$ cat config.mk
export PLATFORM = sky130hd
export DESIGN_NAME = otm_port
export DESIGN_NICKNAME = d
export VERILOG_FILES = /design/src/pkg/otm_pkg.sv /design/src/otm_lat_pipe.sv /design/src/otm_port.sv
export SDC_FILE = /design/constraint.sdc
export NUM_CORES = 1
export LEC_CHECK = 0
export BUFFER_PORTS_ARGS = -buffer_cell sky130_fd_sc_hd__buf_2
export CORE_MARGIN = 1.5
export CORE_UTILIZATION = 35
export DETAILED_ROUTE_END_ITERATION = 16
export GPL_TIMING_DRIVEN = 0
export PLACE_DENSITY_LB_ADDON = 0.12
export REMOVE_ABC_BUFFERS = 1
export SETUP_SLACK_MARGIN = 0.05
export SYNTH_ARGS = -nofsm -noshare
export SYNTH_HDL_FRONTEND = slang
export SYNTH_SLANG_ARGS = --single-unit
$ cat constraint.sdc
create_clock -name clock -period 13.8 [get_ports clock]
set_input_delay 2.07 -clock clock [delete_from_list [all_inputs] [get_ports clock]]
set_output_delay 2.07 -clock clock [all_outputs]
set_load 0.02 [all_outputs]
$ cat src/pkg/otm_pkg.sv
// shared constants and types for the off-chip tristate memory port
package otm_pkg;
  localparam int ADDR_W = 20;
  localparam int DATA_W = 32;
  localparam int BE_W = DATA_W / 8;
  localparam int LAT_W = 4;
  localparam int CNT_W = 4;
  localparam int PEND_W = 4;
  localparam logic [LAT_W-1:0] READ_LATENCY = 4'h2;
  localparam logic [CNT_W-1:0] SETUP_CYCLES = 4'h0;
  localparam logic [CNT_W-1:0] WAIT_CYCLES = 4'h0;
  localparam logic [CNT_W-1:0] HOLD_CYCLES = 4'h1;
  localparam logic CS_THROUGH_LATENCY = 1'b1;
  localparam logic [CNT_W-1:0] CNT_RST = 4'h0;
  localparam logic [PEND_W-1:0] PEND_RST = 4'h0;

  typedef enum logic [2:0] {
    ST_IDLE = 3'b000,
    ST_RSETUP = 3'b001,
    ST_RADDR = 3'b010,
    ST_WSETUP = 3'b011,
    ST_WSTROBE = 3'b100,
    ST_WHOLD = 3'b101
  } otm_state_t;

  typedef struct packed {
    logic we;
    logic [ADDR_W-1:0] addr;
    logic [DATA_W-1:0] wdata;
    logic [BE_W-1:0] be;
  } otm_req_t;

  typedef struct packed {
    logic cs_n;
    logic rd_n;
    logic oe_n;
    logic wr_n;
    logic [BE_W-1:0] wbe_n;
    logic [ADDR_W-1:0] addr;
  } otm_pins_t;
endpackage : otm_pkg

$ cat src/otm_lat_pipe.sv
// shift line that marks when each latent read's data is due
`timescale 1ns/1ns
module otm_lat_pipe
  import otm_pkg::*;
#(
  parameter int DEPTH = 15
) (
  input wire logic clock,
  input wire logic rst,
  input wire logic issue,
  input wire logic [LAT_W-1:0] latency,
  output logic due
);
  logic [DEPTH-1:0] line_r;
  logic [DEPTH-1:0] line_nxt;
  genvar i;
  generate
    for (i = 0; i < DEPTH; i++) begin : g_tap
      // tap i becomes due i+1 edges after the address edge
      if (i == DEPTH - 1) begin : g_last
        assign line_nxt[i] = issue && (latency == LAT_W'(i + 1));
      end else begin : g_mid
        assign line_nxt[i] = line_r[i+1] || (issue && (latency == LAT_W'(i + 1)));
      end
    end
  endgenerate
  always_ff @(posedge clock or posedge rst) begin
    if (rst) begin
      line_r <= '0;
    end else begin
      line_r <= line_nxt;
    end
  end
  assign due = line_r[0];
endmodule : otm_lat_pipe

$ cat src/otm_port.sv
// tristate port to one off-chip memory: fixed-latency reads and timed writes
// Operation
// [RULE_01] reads use a fixed latency only; no variable-latency reads
// [RULE_02] memory drives data only while output-drive permit is active
// [RULE_03] latent reads raise the permit only after the address phase
// [RULE_04] with hold-select set, select stays on through the latency period
// [RULE_05] with hold-select clear, select follows the read request only
// [RULE_06] write strobe low only during writes, high otherwise
// [RULE_07] read request active only in the address phase
// [RULE_08] permit on before final capture edge, off when no reads pending
// [RULE_09] memory returns data exactly the latency after capturing address
// [RULE_10] new reads may issue while others pend; permit stays on
// [RULE_11] setup, hold, wait cycles honoured; writes also honour memory wait
// [RULE_12] no latent write mode; writes finish in their own phases
// [RULE_13] memory captures write data only while its select is active
// [RULE_14] byte write strobes equal write AND byte mask
// [RULE_15] writes wait until all latent reads have completed
// [RULE_16] back-to-back writes with no extra turnaround cycles; with zero hold cycles the port idles one cycle between writes
// [RULE_17] write: drive address data select, setup, strobe, then hold
// [RULE_18] permit stays off for the whole write transfer
// [RULE_19] dedicated select line for this memory, never shared
// [RULE_20] port drives data bus only during writes, setup and hold included
`timescale 1ns/1ns
module otm_port
  import otm_pkg::*;
#(
  parameter int PIPE_DEPTH = 15
) (
  input wire logic clock,
  input wire logic rst,
  input wire logic req_valid,
  input otm_req_t req,
  output logic req_ready,
  input wire logic [LAT_W-1:0] cfg_latency,
  input wire logic [CNT_W-1:0] cfg_setup,
  input wire logic [CNT_W-1:0] cfg_wait,
  input wire logic [CNT_W-1:0] cfg_hold,
  input wire logic cfg_cs_through,
  input wire logic mem_wait,
  output otm_pins_t pins,
  input wire logic [DATA_W-1:0] data_in,
  output logic [DATA_W-1:0] data_out,
  output logic data_oe,
  output logic [DATA_W-1:0] rdata,
  output logic rdata_valid,
  output logic busy
);
  otm_state_t state_r, state_nxt;
  logic [CNT_W-1:0] cnt_r, cnt_nxt;
  logic [PEND_W-1:0] pend_r, pend_nxt;
  otm_req_t cur_r, cur_nxt;
  otm_pins_t pins_nxt;
  logic oe_nxt;
  logic [DATA_W-1:0] rdata_r;
  logic rvalid_r;
  logic ready_nxt;
  logic busy_nxt;
  logic [1:0] wait_sync_r;
  logic wait_s;
  logic issue;
  logic due;
  logic [DATA_W-1:0] din_q1_r, din_q2_r;
  logic due_d1_r;

  // memory wait and data pins are off-domain: two flops first
  always_ff @(posedge clock or posedge rst) begin
    if (rst) begin
      wait_sync_r <= 2'h0;
      din_q1_r <= '0;
      din_q2_r <= '0;
      due_d1_r <= 1'b0;
    end else begin
      wait_sync_r <= {wait_sync_r[0], mem_wait};
      din_q1_r <= data_in;
      din_q2_r <= din_q1_r;
      due_d1_r <= due;
    end
  end
  assign wait_s = wait_sync_r[1];

  // due marks the capture edge at the pin; data seen after the two-flop stage
  otm_lat_pipe #(.DEPTH(PIPE_DEPTH)) u_pipe (
    .clock(clock),
    .rst(rst),
    .issue(issue),
    .latency(cfg_latency), // RULE_01
    .due(due)
  );

  wire take = req_valid && req_ready;
  wire take_rd = take && !req.we;
  wire take_wr = take && req.we;
  wire rd_addr_now = (state_r == ST_RADDR);
  assign issue = rd_addr_now; // RULE_09
  wire setup_done = (cnt_r == cfg_setup);
  wire strobe_done = (cnt_r == cfg_wait) && !wait_s; // RULE_11
  wire hold_done = (cnt_r == cfg_hold);
  wire reads_idle = (pend_r == PEND_RST) && !rd_addr_now;
  wire pend_inc = issue;
  wire pend_dec = due;

  always_comb begin
    state_nxt = state_r;
    cnt_nxt = cnt_r;
    cur_nxt = cur_r;
    ready_nxt = 1'b0;
    case (state_r)
      ST_IDLE: begin
        ready_nxt = 1'b1;
        if (take_rd) begin
          cur_nxt = req;
          cnt_nxt = CNT_RST;
          state_nxt = (cfg_setup == CNT_RST) ? ST_RADDR : ST_RSETUP;
          ready_nxt = 1'b0;
        end else if (take_wr) begin
          cur_nxt = req;
          cnt_nxt = CNT_RST;
          state_nxt = (cfg_setup == CNT_RST) ? ST_WSTROBE : ST_WSETUP; // RULE_17
          ready_nxt = 1'b0;
        end
      end
      ST_RSETUP: begin
        cnt_nxt = cnt_r + CNT_W'(1);
        if (cnt_r + CNT_W'(1) == cfg_setup) begin
          state_nxt = ST_RADDR;
        end
      end
      ST_RADDR: begin
        // single address cycle; read drops afterward
        state_nxt = ST_IDLE; // RULE_07
        cnt_nxt = CNT_RST;
        ready_nxt = 1'b1; // RULE_10
      end
      ST_WSETUP: begin
        cnt_nxt = cnt_r + CNT_W'(1);
        if (setup_done || cnt_r + CNT_W'(1) == cfg_setup) begin
          state_nxt = ST_WSTROBE;
          cnt_nxt = CNT_RST;
        end
      end
      ST_WSTROBE: begin
        if (strobe_done) begin
          cnt_nxt = CNT_RST;
          state_nxt = (cfg_hold == CNT_RST) ? ST_IDLE : ST_WHOLD; // RULE_12
          ready_nxt = (cfg_hold <= CNT_W'(1)); // RULE_16
        end else if (cnt_r != cfg_wait) begin
          cnt_nxt = cnt_r + CNT_W'(1);
        end
      end
      ST_WHOLD: begin
        cnt_nxt = cnt_r + CNT_W'(1);
        // ready rises a cycle early so the next request lands on the last hold edge
        ready_nxt = (cnt_r + CNT_W'(2) == cfg_hold);
        if (cnt_r + CNT_W'(1) == cfg_hold || hold_done) begin
          state_nxt = ST_IDLE;
          cnt_nxt = CNT_RST;
          ready_nxt = 1'b1;
        end
      end
      default: begin
        state_nxt = ST_IDLE;
      end
    endcase
    // a write must not enter while latent data is still due back
    if (state_r == ST_IDLE && req_valid && req.we && !reads_idle) begin
      state_nxt = ST_IDLE; // RULE_15
      cur_nxt = cur_r;
      ready_nxt = 1'b1;
    end
    // last hold cycle hands straight over, so writes stream without a gap
    if (state_r == ST_WHOLD && state_nxt == ST_IDLE && take) begin
      cur_nxt = req;
      cnt_nxt = CNT_RST;
      ready_nxt = 1'b0;
      if (req.we) begin
        state_nxt = (cfg_setup == CNT_RST) ? ST_WSTROBE : ST_WSETUP; // RULE_16
      end else begin
        state_nxt = (cfg_setup == CNT_RST) ? ST_RADDR : ST_RSETUP;
      end
    end
  end

  wire rd_issuing = (state_nxt == ST_RADDR);
  wire wr_active = (state_nxt == ST_WSETUP) || (state_nxt == ST_WSTROBE)
                   || (state_nxt == ST_WHOLD);
  wire wr_strobe = (state_nxt == ST_WSTROBE);
  assign pend_nxt = pend_r + PEND_W'(pend_inc) - PEND_W'(pend_dec);
  // permit after the address edge, held while any read still pending
  assign oe_nxt = (pend_nxt != PEND_RST) && !wr_active; // RULE_03 RULE_08 RULE_10 RULE_18
  wire rd_phase = rd_issuing || (state_nxt == ST_RSETUP);
  wire cs_on = wr_active || rd_phase || (cfg_cs_through && oe_nxt); // RULE_04 RULE_05 RULE_19
  assign busy_nxt = (state_nxt != ST_IDLE) || (pend_nxt != PEND_RST);

  always_comb begin
    pins_nxt.cs_n = !cs_on;
    pins_nxt.rd_n = !rd_issuing; // RULE_07
    pins_nxt.oe_n = !oe_nxt;
    pins_nxt.wr_n = !wr_strobe; // RULE_06
    pins_nxt.wbe_n = ~({BE_W{wr_strobe}} & cur_nxt.be); // RULE_14
    pins_nxt.addr = cur_nxt.addr;
  end

  always_ff @(posedge clock or posedge rst) begin
    if (rst) begin
      state_r <= ST_IDLE;
      cnt_r <= CNT_RST;
      pend_r <= PEND_RST;
      cur_r <= '0;
      req_ready <= 1'b0;
      busy <= 1'b0;
      pins <= '{cs_n: 1'b1, rd_n: 1'b1, oe_n: 1'b1, wr_n: 1'b1,
                wbe_n: '1, addr: '0};
      data_out <= '0;
      data_oe <= 1'b0;
    end else begin
      state_r <= state_nxt;
      cnt_r <= cnt_nxt;
      pend_r <= pend_nxt;
      cur_r <= cur_nxt;
      req_ready <= ready_nxt; // RULE_16
      busy <= busy_nxt;
      pins <= pins_nxt;
      data_out <= cur_nxt.wdata;
      data_oe <= wr_active; // RULE_20
    end
  end

  // read data taken two flops after the pin capture edge
  logic due_d2_r;
  always_ff @(posedge clock or posedge rst) begin
    if (rst) begin
      due_d2_r <= 1'b0;
      rdata_r <= '0;
      rvalid_r <= 1'b0;
    end else begin
      due_d2_r <= due_d1_r;
      rvalid_r <= due_d2_r;
      rdata_r <= due_d2_r ? din_q2_r : rdata_r;
    end
  end
  assign rdata = rdata_r;
  assign rdata_valid = rvalid_r;
endmodule : otm_port

* Word level (Yosys, flattened, before mapping)
Cells that the tools add are included.
** Cells by class
- Add/subtract/negate cells :: 4
- Order comparisons :: 1
- Equal/unequal tests :: 35
- Muxes and demuxes :: 33
- Bitwise gates (word level) :: 2
- Reduce and logical (&&, ||, !) cells :: 70
** Operator list (count)
- $mux 56 :: 5
- $mux 3 :: 11
- $eq 4x4->1 const B :: 8
- $mux 4 :: 7
- $logic_and 1x1->1 :: 27
- $eq 4x4->1 :: 6
- $pmux 4 s6 :: 1
- $logic_or 1x1->1 :: 22
- $eq 4x3->1 const B :: 4
- $pmux 3 s5 :: 1
- $eq 3x2->1 const B :: 4
- $eq 3x3->1 const B :: 4
- $logic_not 4->1 :: 3
- $logic_not 1->1 :: 9
- $eq 4x2->1 const B :: 2
- $reduce_bool 7->1 :: 1
- $eq 3x1->1 const B :: 2
- $logic_not 3->1 :: 2
- $mux 1 :: 6
- $reduce_and 3->1 :: 2
- $reduce_bool 3->1 :: 2
- $add 4x1->4 :: 1
- $add 4x1->4 const B :: 1
- $add 4x2->4 const B :: 1
- 13 further kinds :: 13
** Word-level totals
- Register bits after elaboration :: 194
- Input port bits :: 110
- Output and inout port bits :: 96
- Logic and storage cells :: 167

* Logic depth before layout (Yosys ltp)
Gate-level depths: netlist of run 1.
- Word-level depth :: 18
- Gate-level depth with buffers :: 13

* Hierarchy
From an unflattened synthesis of run 1, not the netlist that was laid out.
** Unflattened totals
- Cell total of the unflattened synthesis :: 515
- Area total of the unflattened synthesis :: 7855.0 um^2
** Modules (own cells, without submodules)
- otm_port :: times used 1, cells each 470, area each 7250.7 um^2
- otm_lat_pipe :: times used 1, cells each 45, area each 604.3 um^2

* Worst setup path before layout of run 1
OpenSTA, ideal clock, no wires.
- Kind :: input -> register
- From :: input port cfg_hold[0]
- To :: register busy
- Data arrival time :: 3.835 ns
- Required time :: 13.661 ns
- Path slack :: 9.826 ns
- Cell stages on the path :: 6
- Path buffers :: 0
- Cells stage by stage :: or4_1 and4_4 o2bb2ai_2 o41ai_4 o21ai_2 or4_1
** Between the ends
- Cells in the longest elaborated chain, start to end :: 11
** Ends and longest elaborated chain
- from (decl) :: line otm_port.sv:37 : input wire logic [CNT_W-1:0] cfg_hold,
- $eq 4x4->1 (tied with other cells) :: line otm_port.sv:154 : if (cnt_r + CNT_W'(1) == cfg_hold || hold_done) begin
- $logic_or 1x1->1 or $mux 3 (tied branches) :: line otm_port.sv:154, otm_port.sv:144
- $mux 3 (on tied branches) :: line otm_port.sv:154, otm_port.sv:142
- $pmux 3 s5 * :: line otm_port.sv:107 : case (state_r)
- $mux 3 * :: line otm_port.sv:165 : if (state_r == ST_IDLE && req_valid && req.we && !reads_idle) begin
- $logic_not 3->1 :: line otm_port.sv:171 : if (state_r == ST_WHOLD && state_nxt == ST_IDLE && take) begin
- $logic_and 1x1->1 (2 in a row) :: line otm_port.sv:171
- $mux 3 * :: line otm_port.sv:171
- named net state_nxt[0] :: line otm_port.sv:48 : otm_state_t state_r, state_nxt;
- $reduce_bool 3->1 * :: line otm_port.sv:192 : assign busy_nxt = (state_nxt != ST_IDLE) || (pend_nxt != PEND_RST);
- $logic_or 1x1->1 * :: line otm_port.sv:192
- named net busy_nxt :: line otm_port.sv:57 : logic busy_nxt;
- to (signal assigned) :: line otm_port.sv:221 : busy <= busy_nxt;
- to (decl) :: line otm_port.sv:46 : output logic busy
The timed path passes the listed nets; every way through them passes the cells marked *.
A chain may end at the register's enable or synchronous reset.

* Final worst setup path of run 1
- From :: input port cfg_wait[1]
- To :: register busy
** Between the ends
- Cells in the longest elaborated chain, start to end :: 11
** Ends and longest elaborated chain
- from (decl) :: line otm_port.sv:36 : input wire logic [CNT_W-1:0] cfg_wait,
- $eq 4x4->1 * :: line otm_port.sv:96 : wire strobe_done = (cnt_r == cfg_wait) && !wait_s;
- $logic_and 1x1->1 * :: line otm_port.sv:96
- $mux 3 * :: line otm_port.sv:142 : if (strobe_done) begin
- $pmux 3 s5 * :: line otm_port.sv:107
- $mux 3 * :: line otm_port.sv:165
- $logic_not 3->1 :: line otm_port.sv:171
- $logic_and 1x1->1 (2 in a row) :: line otm_port.sv:171
- $mux 3 * :: line otm_port.sv:171
- named net state_nxt[2] :: line otm_port.sv:48
- $reduce_bool 3->1 * :: line otm_port.sv:192
- $logic_or 1x1->1 * :: line otm_port.sv:192
- named net busy_nxt :: line otm_port.sv:57
Marked as above.

==> results of run 1 <==
[path summary, 6_finish.rpt]
kind                       slack, ns         start      endpoint
max in group asynchronous      11.13           rst      pins[27]
min reg2reg                     0.35  din_q1_r[18]  din_q2_r[18]
min                             0.35  din_q1_r[18]  din_q2_r[18]
min in group asynchronous       1.72           rst      rdata[0]
max                             9.78   cfg_wait[1]          busy
max reg2reg                    10.46    state_r[2]          busy
[cell type report]
type / instances / area [µm²]
clock buffer: 18 / 439.2
timing repair buffer: 208 / 1101
multi-input combinational: 238 / 2132
fill: 1962 / 11870
inverter: 15 / 63.81
sequential: 194 / 4866
tap: 275 / 344.1
clock inverter: 14 / 205.2
[cell usage after synthesis (2+ instances only)]
cell      instances
inv_1            15
or4_1             4
buf_1             3
buf_4            52
and2_1            4
o21ai_0           7
buf_6             2
buf_2             7
a31o_2            3
dfstp_2           8
nand2b_1          5
ha_1              8
nand2_1          19
nor2b_1           2
xnor2_1           6
nand3_1           3
a311oi_1          2
a21oi_1           6
a21o_1            5
dfrtp_1         186
o31a_1            2
a211oi_1          2
nor4_1            3
mux2_2           88
clkbuf_1          4
nor2_1           12
xor2_2            2
xor2_1           15
nand3b_1          2
o21bai_1          8
a31oi_1           2
[where the power goes]
| part | internal (µW) | switching (µW) | leakage (µW) |
|---|---|---|---|
| clock network | 286 | 237 | 0.000315 |
| registers | 747 | 95.7 | 0.00232 |
| logic | 326 | 410 | 0.00173 |
[logic make-up (layout without fill, tap and decap cells)]
logic type,Yosys count,count (layout)
simple gates,63,63
xor+xnor,24,24
compound gates,53,53
fa+ha+maj,9,9
buf+inv,83,255
mux,89,89
flops,194,194
[routing by layer]
layer / track usage (%) / routed length (µm) / up-vias
li1: - / - / 2031
met1: 17.38 / 6692 / 2211
met2: 22.56 / 7368 / 110
met3: 3.598 / 686 / 15
met4: 4.604 / 238 / 0
met5: 0 / 0 / -
[through the flow]
stage | utilization [%] | cells
6_report | 43.53 | 962
5_1_grt | 43.53 | 962
4_1_cts | 43.53 | 962
3_5_place_dp | 40.47 | 930
3_3_place_gp | 40.02 | 927
2_1_floorplan | - | 447
[registers in the layout, summed over array words and instances (netlist names), 2 cells and up]
register       cells
cur_r             56
din_q1_r          32
din_q2_r          32
rdata             32
u_pipe.line_r     15
pins               8
cnt_r              4
pend_r             4
state_r            3
wait_sync_r        2
[worst max-delay path: cells and delay by family]
kind	cells	cell delay (ns)
and+or+nand+nor	2	1.10
AOI/OAI and AO/OA	3	0.80
buffers and inverters	2	0.20
xor gates and xnor gates	1	0.14
==> results.py, run 1 <==
metrics = {
    "place": {
        "placed_area_um2": 8507,
        "place.gp.congestion": 0.8242,
        "dpl_worst_slack_ns": 9.421,
        "hpwl_um": 10880,
        "port-buffer-count": 205,
    },
    "sta": {
        "clock_skew_ns": 0.009221,
        "rsz0062_at_grt": "no",
        "worst_hold_slack_ns": 0.3453,
        "setup_ws_ns": 9.777,
        "hold_viol": 0,
        "slew_headroom_pct": 44.90,
        "drv_slew": 0,
        "setup_tns_ns": 0,
        "finalCritPeriodShare_pct": 29.15,
        "period_needed_ns": 4.023,
        "setup_violations": 0,
        "fmax_ghz": 0.2486,
        "worst_slew_pin_slew_ns": 0.8209,
    },
    "logic_synthesis": {
        "yosys_register_bits": 194,
        "synthesis.area_um2": 7516,
        "synth_area_leaders": "dfrtp_1 62%, mux2_2 13%, buf_4 5.2%",
        "syn_inst": 515,
        "yosysTopAreaCell": "dfrtp_1",
        "synth_ff_type": "dfrtp_1",
        "synth_edf_count": 0,
        "synth-simple-area-share_pct": 4.661,
        "yosysUniqueCellTypes": 59,
        "yosysTopAreaCellShare_pct": 61.93,
        "synthAdderAreaFrac_pct": 1.598,
        "syn_area_per_cell_um2": 14.59,
        "yosys_warnings": 0,
        "synthArstFlopShare_pct": 100.0,
        "synth_top_family_by_area": "multiplexers",
        "seq_area_frac_synth_pct": 64.72,
        "synthMuxAreaShare_pct": 13.32,
        "synth_xor_xnor_area_share_pct": 3.180,
        "synth-compound-area-share_pct": 5.460,
    },
    "grt": {
        "grt_pass1_vias": 4577,
        "grt_start_max_net_pins": 105,
        "grt_pass1_wl_um": 23600,
        "overflow": 0,
        "grt_use_total_pct": 13.67,
        "antenna_found_initial": 0,
    },
    "critical_path": {
        "path_max_fanout": 7,
        "path_cells": "buf_2, xor2_1, nor4_2, a21oi_1, a311oi_1, o21a_1, inv_1, or4_1",
        "cp.required_ns": 14.09,
        "critPathKind": "input port to flip-flop",
        "crit_path_end_kind": "flip-flop",
        "rr_worst_depth": 11,
        "start_kind": "input port",
        "worstPathArrival_ns": 4.31,
        "crit_path_top_delay_cell": "nor4_2",
        "slowest_delay_ns": 0.62,
    },
    "die": {
        "fp.dieW_um": 149.5,
        "core_um2": 21020,
        "die_y_um": 149.5,
        "die-area_um2": 22360,
        "start_util_pct": 35.75,
        "row_count": 53,
        "io_pins": 206,
    },
    "status": {
        "status": "finished, final reports clean",
    },
    "clock_tree": {
        "cts_sinks": 194,
        "cts_tree": "yes",
        "clk_pin_slew_ns": 0.07,
        "cts_buffers": 17,
        "clockRootBuffer": "clkbuf_16",
        "cts_htree_levels": 4,
        "cts_resized": 0,
        "cts_setup_buffers": 0,
        "cts_max_path_buffers": 2,
        "worstSkewPairLatency_ns": 0.42,
        "holdBufCountCts": 0,
    },
    "finish": {
        "layout-drive-gt1-share_pct": 51.24,
        "diodes": 0,
        "final_cell_mix": "205 x buf_2, 185 x dfrtp_1, 88 x mux2_2",
        "stdcell_area_um2": 9151,
        "nets": 793,
        "layout_commonest_cell": "buf_2",
        "area_delta_synth_final_pct": 21.76,
    },
    "routing": {
        "avgRoutedWirePerCell_um": 15.58,
        "drt.antenna.violating_nets": 0,
        "first_pass_iters": 4,
        "num_vias": 4367,
        "drt_iter0_drc": 147,
        "drc": 0,
        "finalWirelength_um": 14990,
        "via_per_inst": 4.540,
    },
    "power_and_ir_drop": {
        "powerDensity_nw_per_um2": 229.8,
        "vdd_drop_max_mv": 0.09053,
        "p_leak_uw": 0.004368,
        "finalPower_uw": 2103,
    },
    "hold_path": {
        "hold_path.class": "flip-flop to flip-flop",
        "holdPathStages": 0,
    },
    "job": {
        "max_cap_viol_count": 0,
    },
}
Power figures use the tool's default switching activity.
==> run 2, diff against run 1 <==
ABC_AREA = 1   (was not set)
clock period = 3.8 ns   (was 13.8 ns; I/O delays follow)
==> run 2 against run 1 <==
Against the previous run:
- combinational power rose to 3.2 times the previous value
- cell count rose by 18%
- non-clock buffer count fell by 2
- clock skew rose by 0.0014 ns
- largest power group unchanged
==> results.py, run 2 <==
metrics = {
    "status": {
        "status": "finished, final reports clean",
    },
    "power_and_ir_drop": {
        "finalPower_uw": 7173,
        "p_sw_uw": 2703,
        "p_int_uw": 4470,
        "powerDensity_nw_per_um2": 785.9,
        "pwr-share-seq_pct": 41.4,
        "clkPwrFrac_pct": 25.4,
        "vdd_drop_max_mv": 0.2754,
        "combPwrFrac_pct": 33.2,
        "switching_share_pct": 37.68,
        "p_leak_uw": 0.004798,
    },
    "routing": {
        "via_per_inst": 4.418,
        "avgRoutedWirePerCell_um": 14.16,
        "first_pass_iters": 4,
        "drt.antenna.violating_nets": 0,
        "drt_iter0_drc": 195,
        "num_vias": 5028,
        "finalWirelength_um": 16110,
        "drc": 0,
    },
    "die": {
        "io_pins": 206,
        "die-area_um2": 22620,
        "die_y_um": 150.4,
        "row_count": 53,
        "start_util_pct": 35.95,
        "fp.dieW_um": 150.4,
        "core_um2": 21150,
    },
    "grt": {
        "grt_start_max_net_pins": 108,
        "grt_use_total_pct": 14.54,
        "grtUsageMet1_pct": 18.06,
        "met3_usage_pct": 3.424,
        "met2_usage_pct": 24.27,
        "grt_pass1_vias": 5229,
        "antenna_found_initial": 0,
        "grt_pass1_wl_um": 25420,
        "busiest_layer": "met2",
        "overflow": 0,
    },
    "clock_tree": {
        "clockRootBuffer": "clkbuf_16",
        "cts_htree_levels": 4,
        "cts_sinks": 194,
        "cts_max_path_buffers": 2,
        "cts_tree": "yes",
        "clk_pin_slew_ns": 0.08,
        "worstSkewPairLatency_ns": 0.43,
        "cts_setup_buffers": 0,
        "holdBufCountCts": 0,
        "cts_resized": 0,
        "cts_buffers": 17,
    },
    "place": {
        "dpl_worst_slack_ns": 0.5957,
        "hpwl_um": 11490,
        "place.gp.congestion": 0.8860,
        "port-buffer-count": 205,
    },
    "sta": {
        "fmax_ghz": 0.3141,
        "slew_headroom_pct": 42.52,
        "period_needed_ns": 3.184,
        "rsz0062_at_grt": "no",
        "setup_tns_ns": 0,
        "hold_viol": 0,
        "clock_skew_ns": 0.01064,
        "finalCritPeriodShare_pct": 83.79,
        "setup_ws_ns": 0.6159,
        "setup_violations": 0,
        "drv_slew": 0,
        "worst_slew_pin_slew_ns": 0.8610,
    },
    "finish": {
        "final_cell_mix": "225 x nand2_1, 205 x buf_2, 185 x dfrtp_1",
        "n_fill_cell": 2052,
        "fin_util_pct": 43.14,
        "layout-drive-gt1-share_pct": 34.34,
        "nets": 968,
        "largest_reg_flops": 56,
        "area_delta_synth_final_pct": 20.01,
        "top_register": "cur_r",
        "layout_commonest_cell": "nand2_1",
    },
    "logic_synthesis": {
        "yosysTopAreaCell": "dfrtp_1",
        "synth_ff_type": "dfrtp_1",
        "yosysTopAreaCellShare_pct": 61.20,
        "yosys_register_bits": 194,
        "yosys_warnings": 0,
        "ys_top_cells_by_count": "225 x nand2_1, 186 x dfrtp_1, 53 x buf_4",
        "synth.most_common_cell": "nand2_1",
        "yosysUniqueCellTypes": 37,
        "syn_area_per_cell_um2": 10.99,
        "syn_inst": 692,
        "seq_area_frac_synth_pct": 63.97,
        "synthesis.area_um2": 7605,
        "synthArstFlopShare_pct": 100.0,
        "synth_area_leaders": "dfrtp_1 61%, nand2_1 11%, buf_4 5.2%",
        "synth_edf_count": 0,
    },
    "critical_path": {
        "rr_endpoint": "cur_r[13]",
        "crit_path_end_kind": "flip-flop",
        "rr_worst_depth": 13,
        "worstPathArrival_ns": 3.55,
        "path_max_fanout": 57,
        "cp.required_ns": 4.16,
        "ff2ff_setup_slack_ns": 0.62,
        "start_kind": "flip-flop",
        "critPathKind": "flip-flop to flip-flop",
        "r2r-start": "cnt_r[0]",
    },
    "job": {
        "max_cap_viol_count": 0,
    },
    "hold_path": {
        "hold_path.class": "input port to async pin",
    },
}
## run 2: worst max-delay path by stage
| stage | from | to | slack (ns) | cells after the start |
|---|---|---|---|---|
| after floorplan | rst | busy | -2.04 | 1 |
| after global placement | rst | cur_r[14] | -3.99 | 2 |
| after detailed placement | cnt_r[0] | cur_r[52] | 0.60 | 13 |
| after CTS | cnt_r[0] | cur_r[52] | 0.57 | 13 |
| after global routing | cnt_r[0] | cur_r[49] | 0.28 | 16 |
| final | cnt_r[0] | cur_r[13] | 0.62 | 13 |
## run 2: power groups by stage
stage	Sequential, µW	Combinational (µW)	Clock (µW)
5_1_grt	3060	2640	1970
6_report	2970	2380	1820
3_3_place_gp	3000	2370	0
3_5_place_dp	3020	2420	0
2_1_floorplan	3590	964	0
4_1_cts	2980	2430	1890
## run 2: routing by layer
metal  wire, µm  up-vias
li1           -     2441
met1       6933     2453
met2       7959      117
met3        961       17
met4        257        0
met5          0        -
## run 2: kinds of logic (layout without fill, tap and decap cells)
kind of cell    count (synthesis)  count (layout)  share of synthesized area [%]
flops                         194             194                          63.97
fa+ha+maj                       9               9                          1.580
buf+inv                       118             288                          9.164
mux                            36              36                          5.265
other cells                     0               1                              0
xor+xnor                       12              12                          1.382
compound gates                 34              34                          2.945
simple gates                  289             289                          15.70
## run 2: layout make-up
| type | instances | area, µm² | area share, % |
|---|---|---|---|
| diodes | 1 | 2.502 | 0.02742 |
| well taps | 275 | 344.1 | 3.770 |
| clock inverters | 14 | 192.7 | 2.111 |
| flip-flops and latches | 194 | 4866 | 53.32 |
| clock buffers | 18 | 429.2 | 4.703 |
| repair buffers | 206 | 1054 | 11.54 |
| multi-input cells | 380 | 2043 | 22.39 |
| inverters | 50 | 195.2 | 2.139 |
## run 2: critical path, stage by stage, from the launching register on
cell and delay [ns]:
dfrtp_1 0.50, ha_1 0.41, xor2_1 0.16, nor2_1 0.11, nand3_2 0.11, nand2_1 0.07, nand2_1 0.06, nand3_2 0.11
nand2_4 0.08, nand2_4 0.10, nand2_4 0.34, inv_2 0.81, nand2_1 0.12, nand2_1 0.10
## run 2: metrics by stage
| step | instance area [µm²] | instances | hold WS [ns] |
|---|---|---|---|
| floorplan | 7096 | 624 | 0.3312 |
| detailed placement | 8502 | 1105 | 0.3347 |
| CTS | 9124 | 1137 | 0.2160 |
| global route | 9124 | 1137 | 0.2140 |
| global placement | 8466 | 1104 | 0.3320 |
| finish | 9126 | 1138 | 0.2341 |
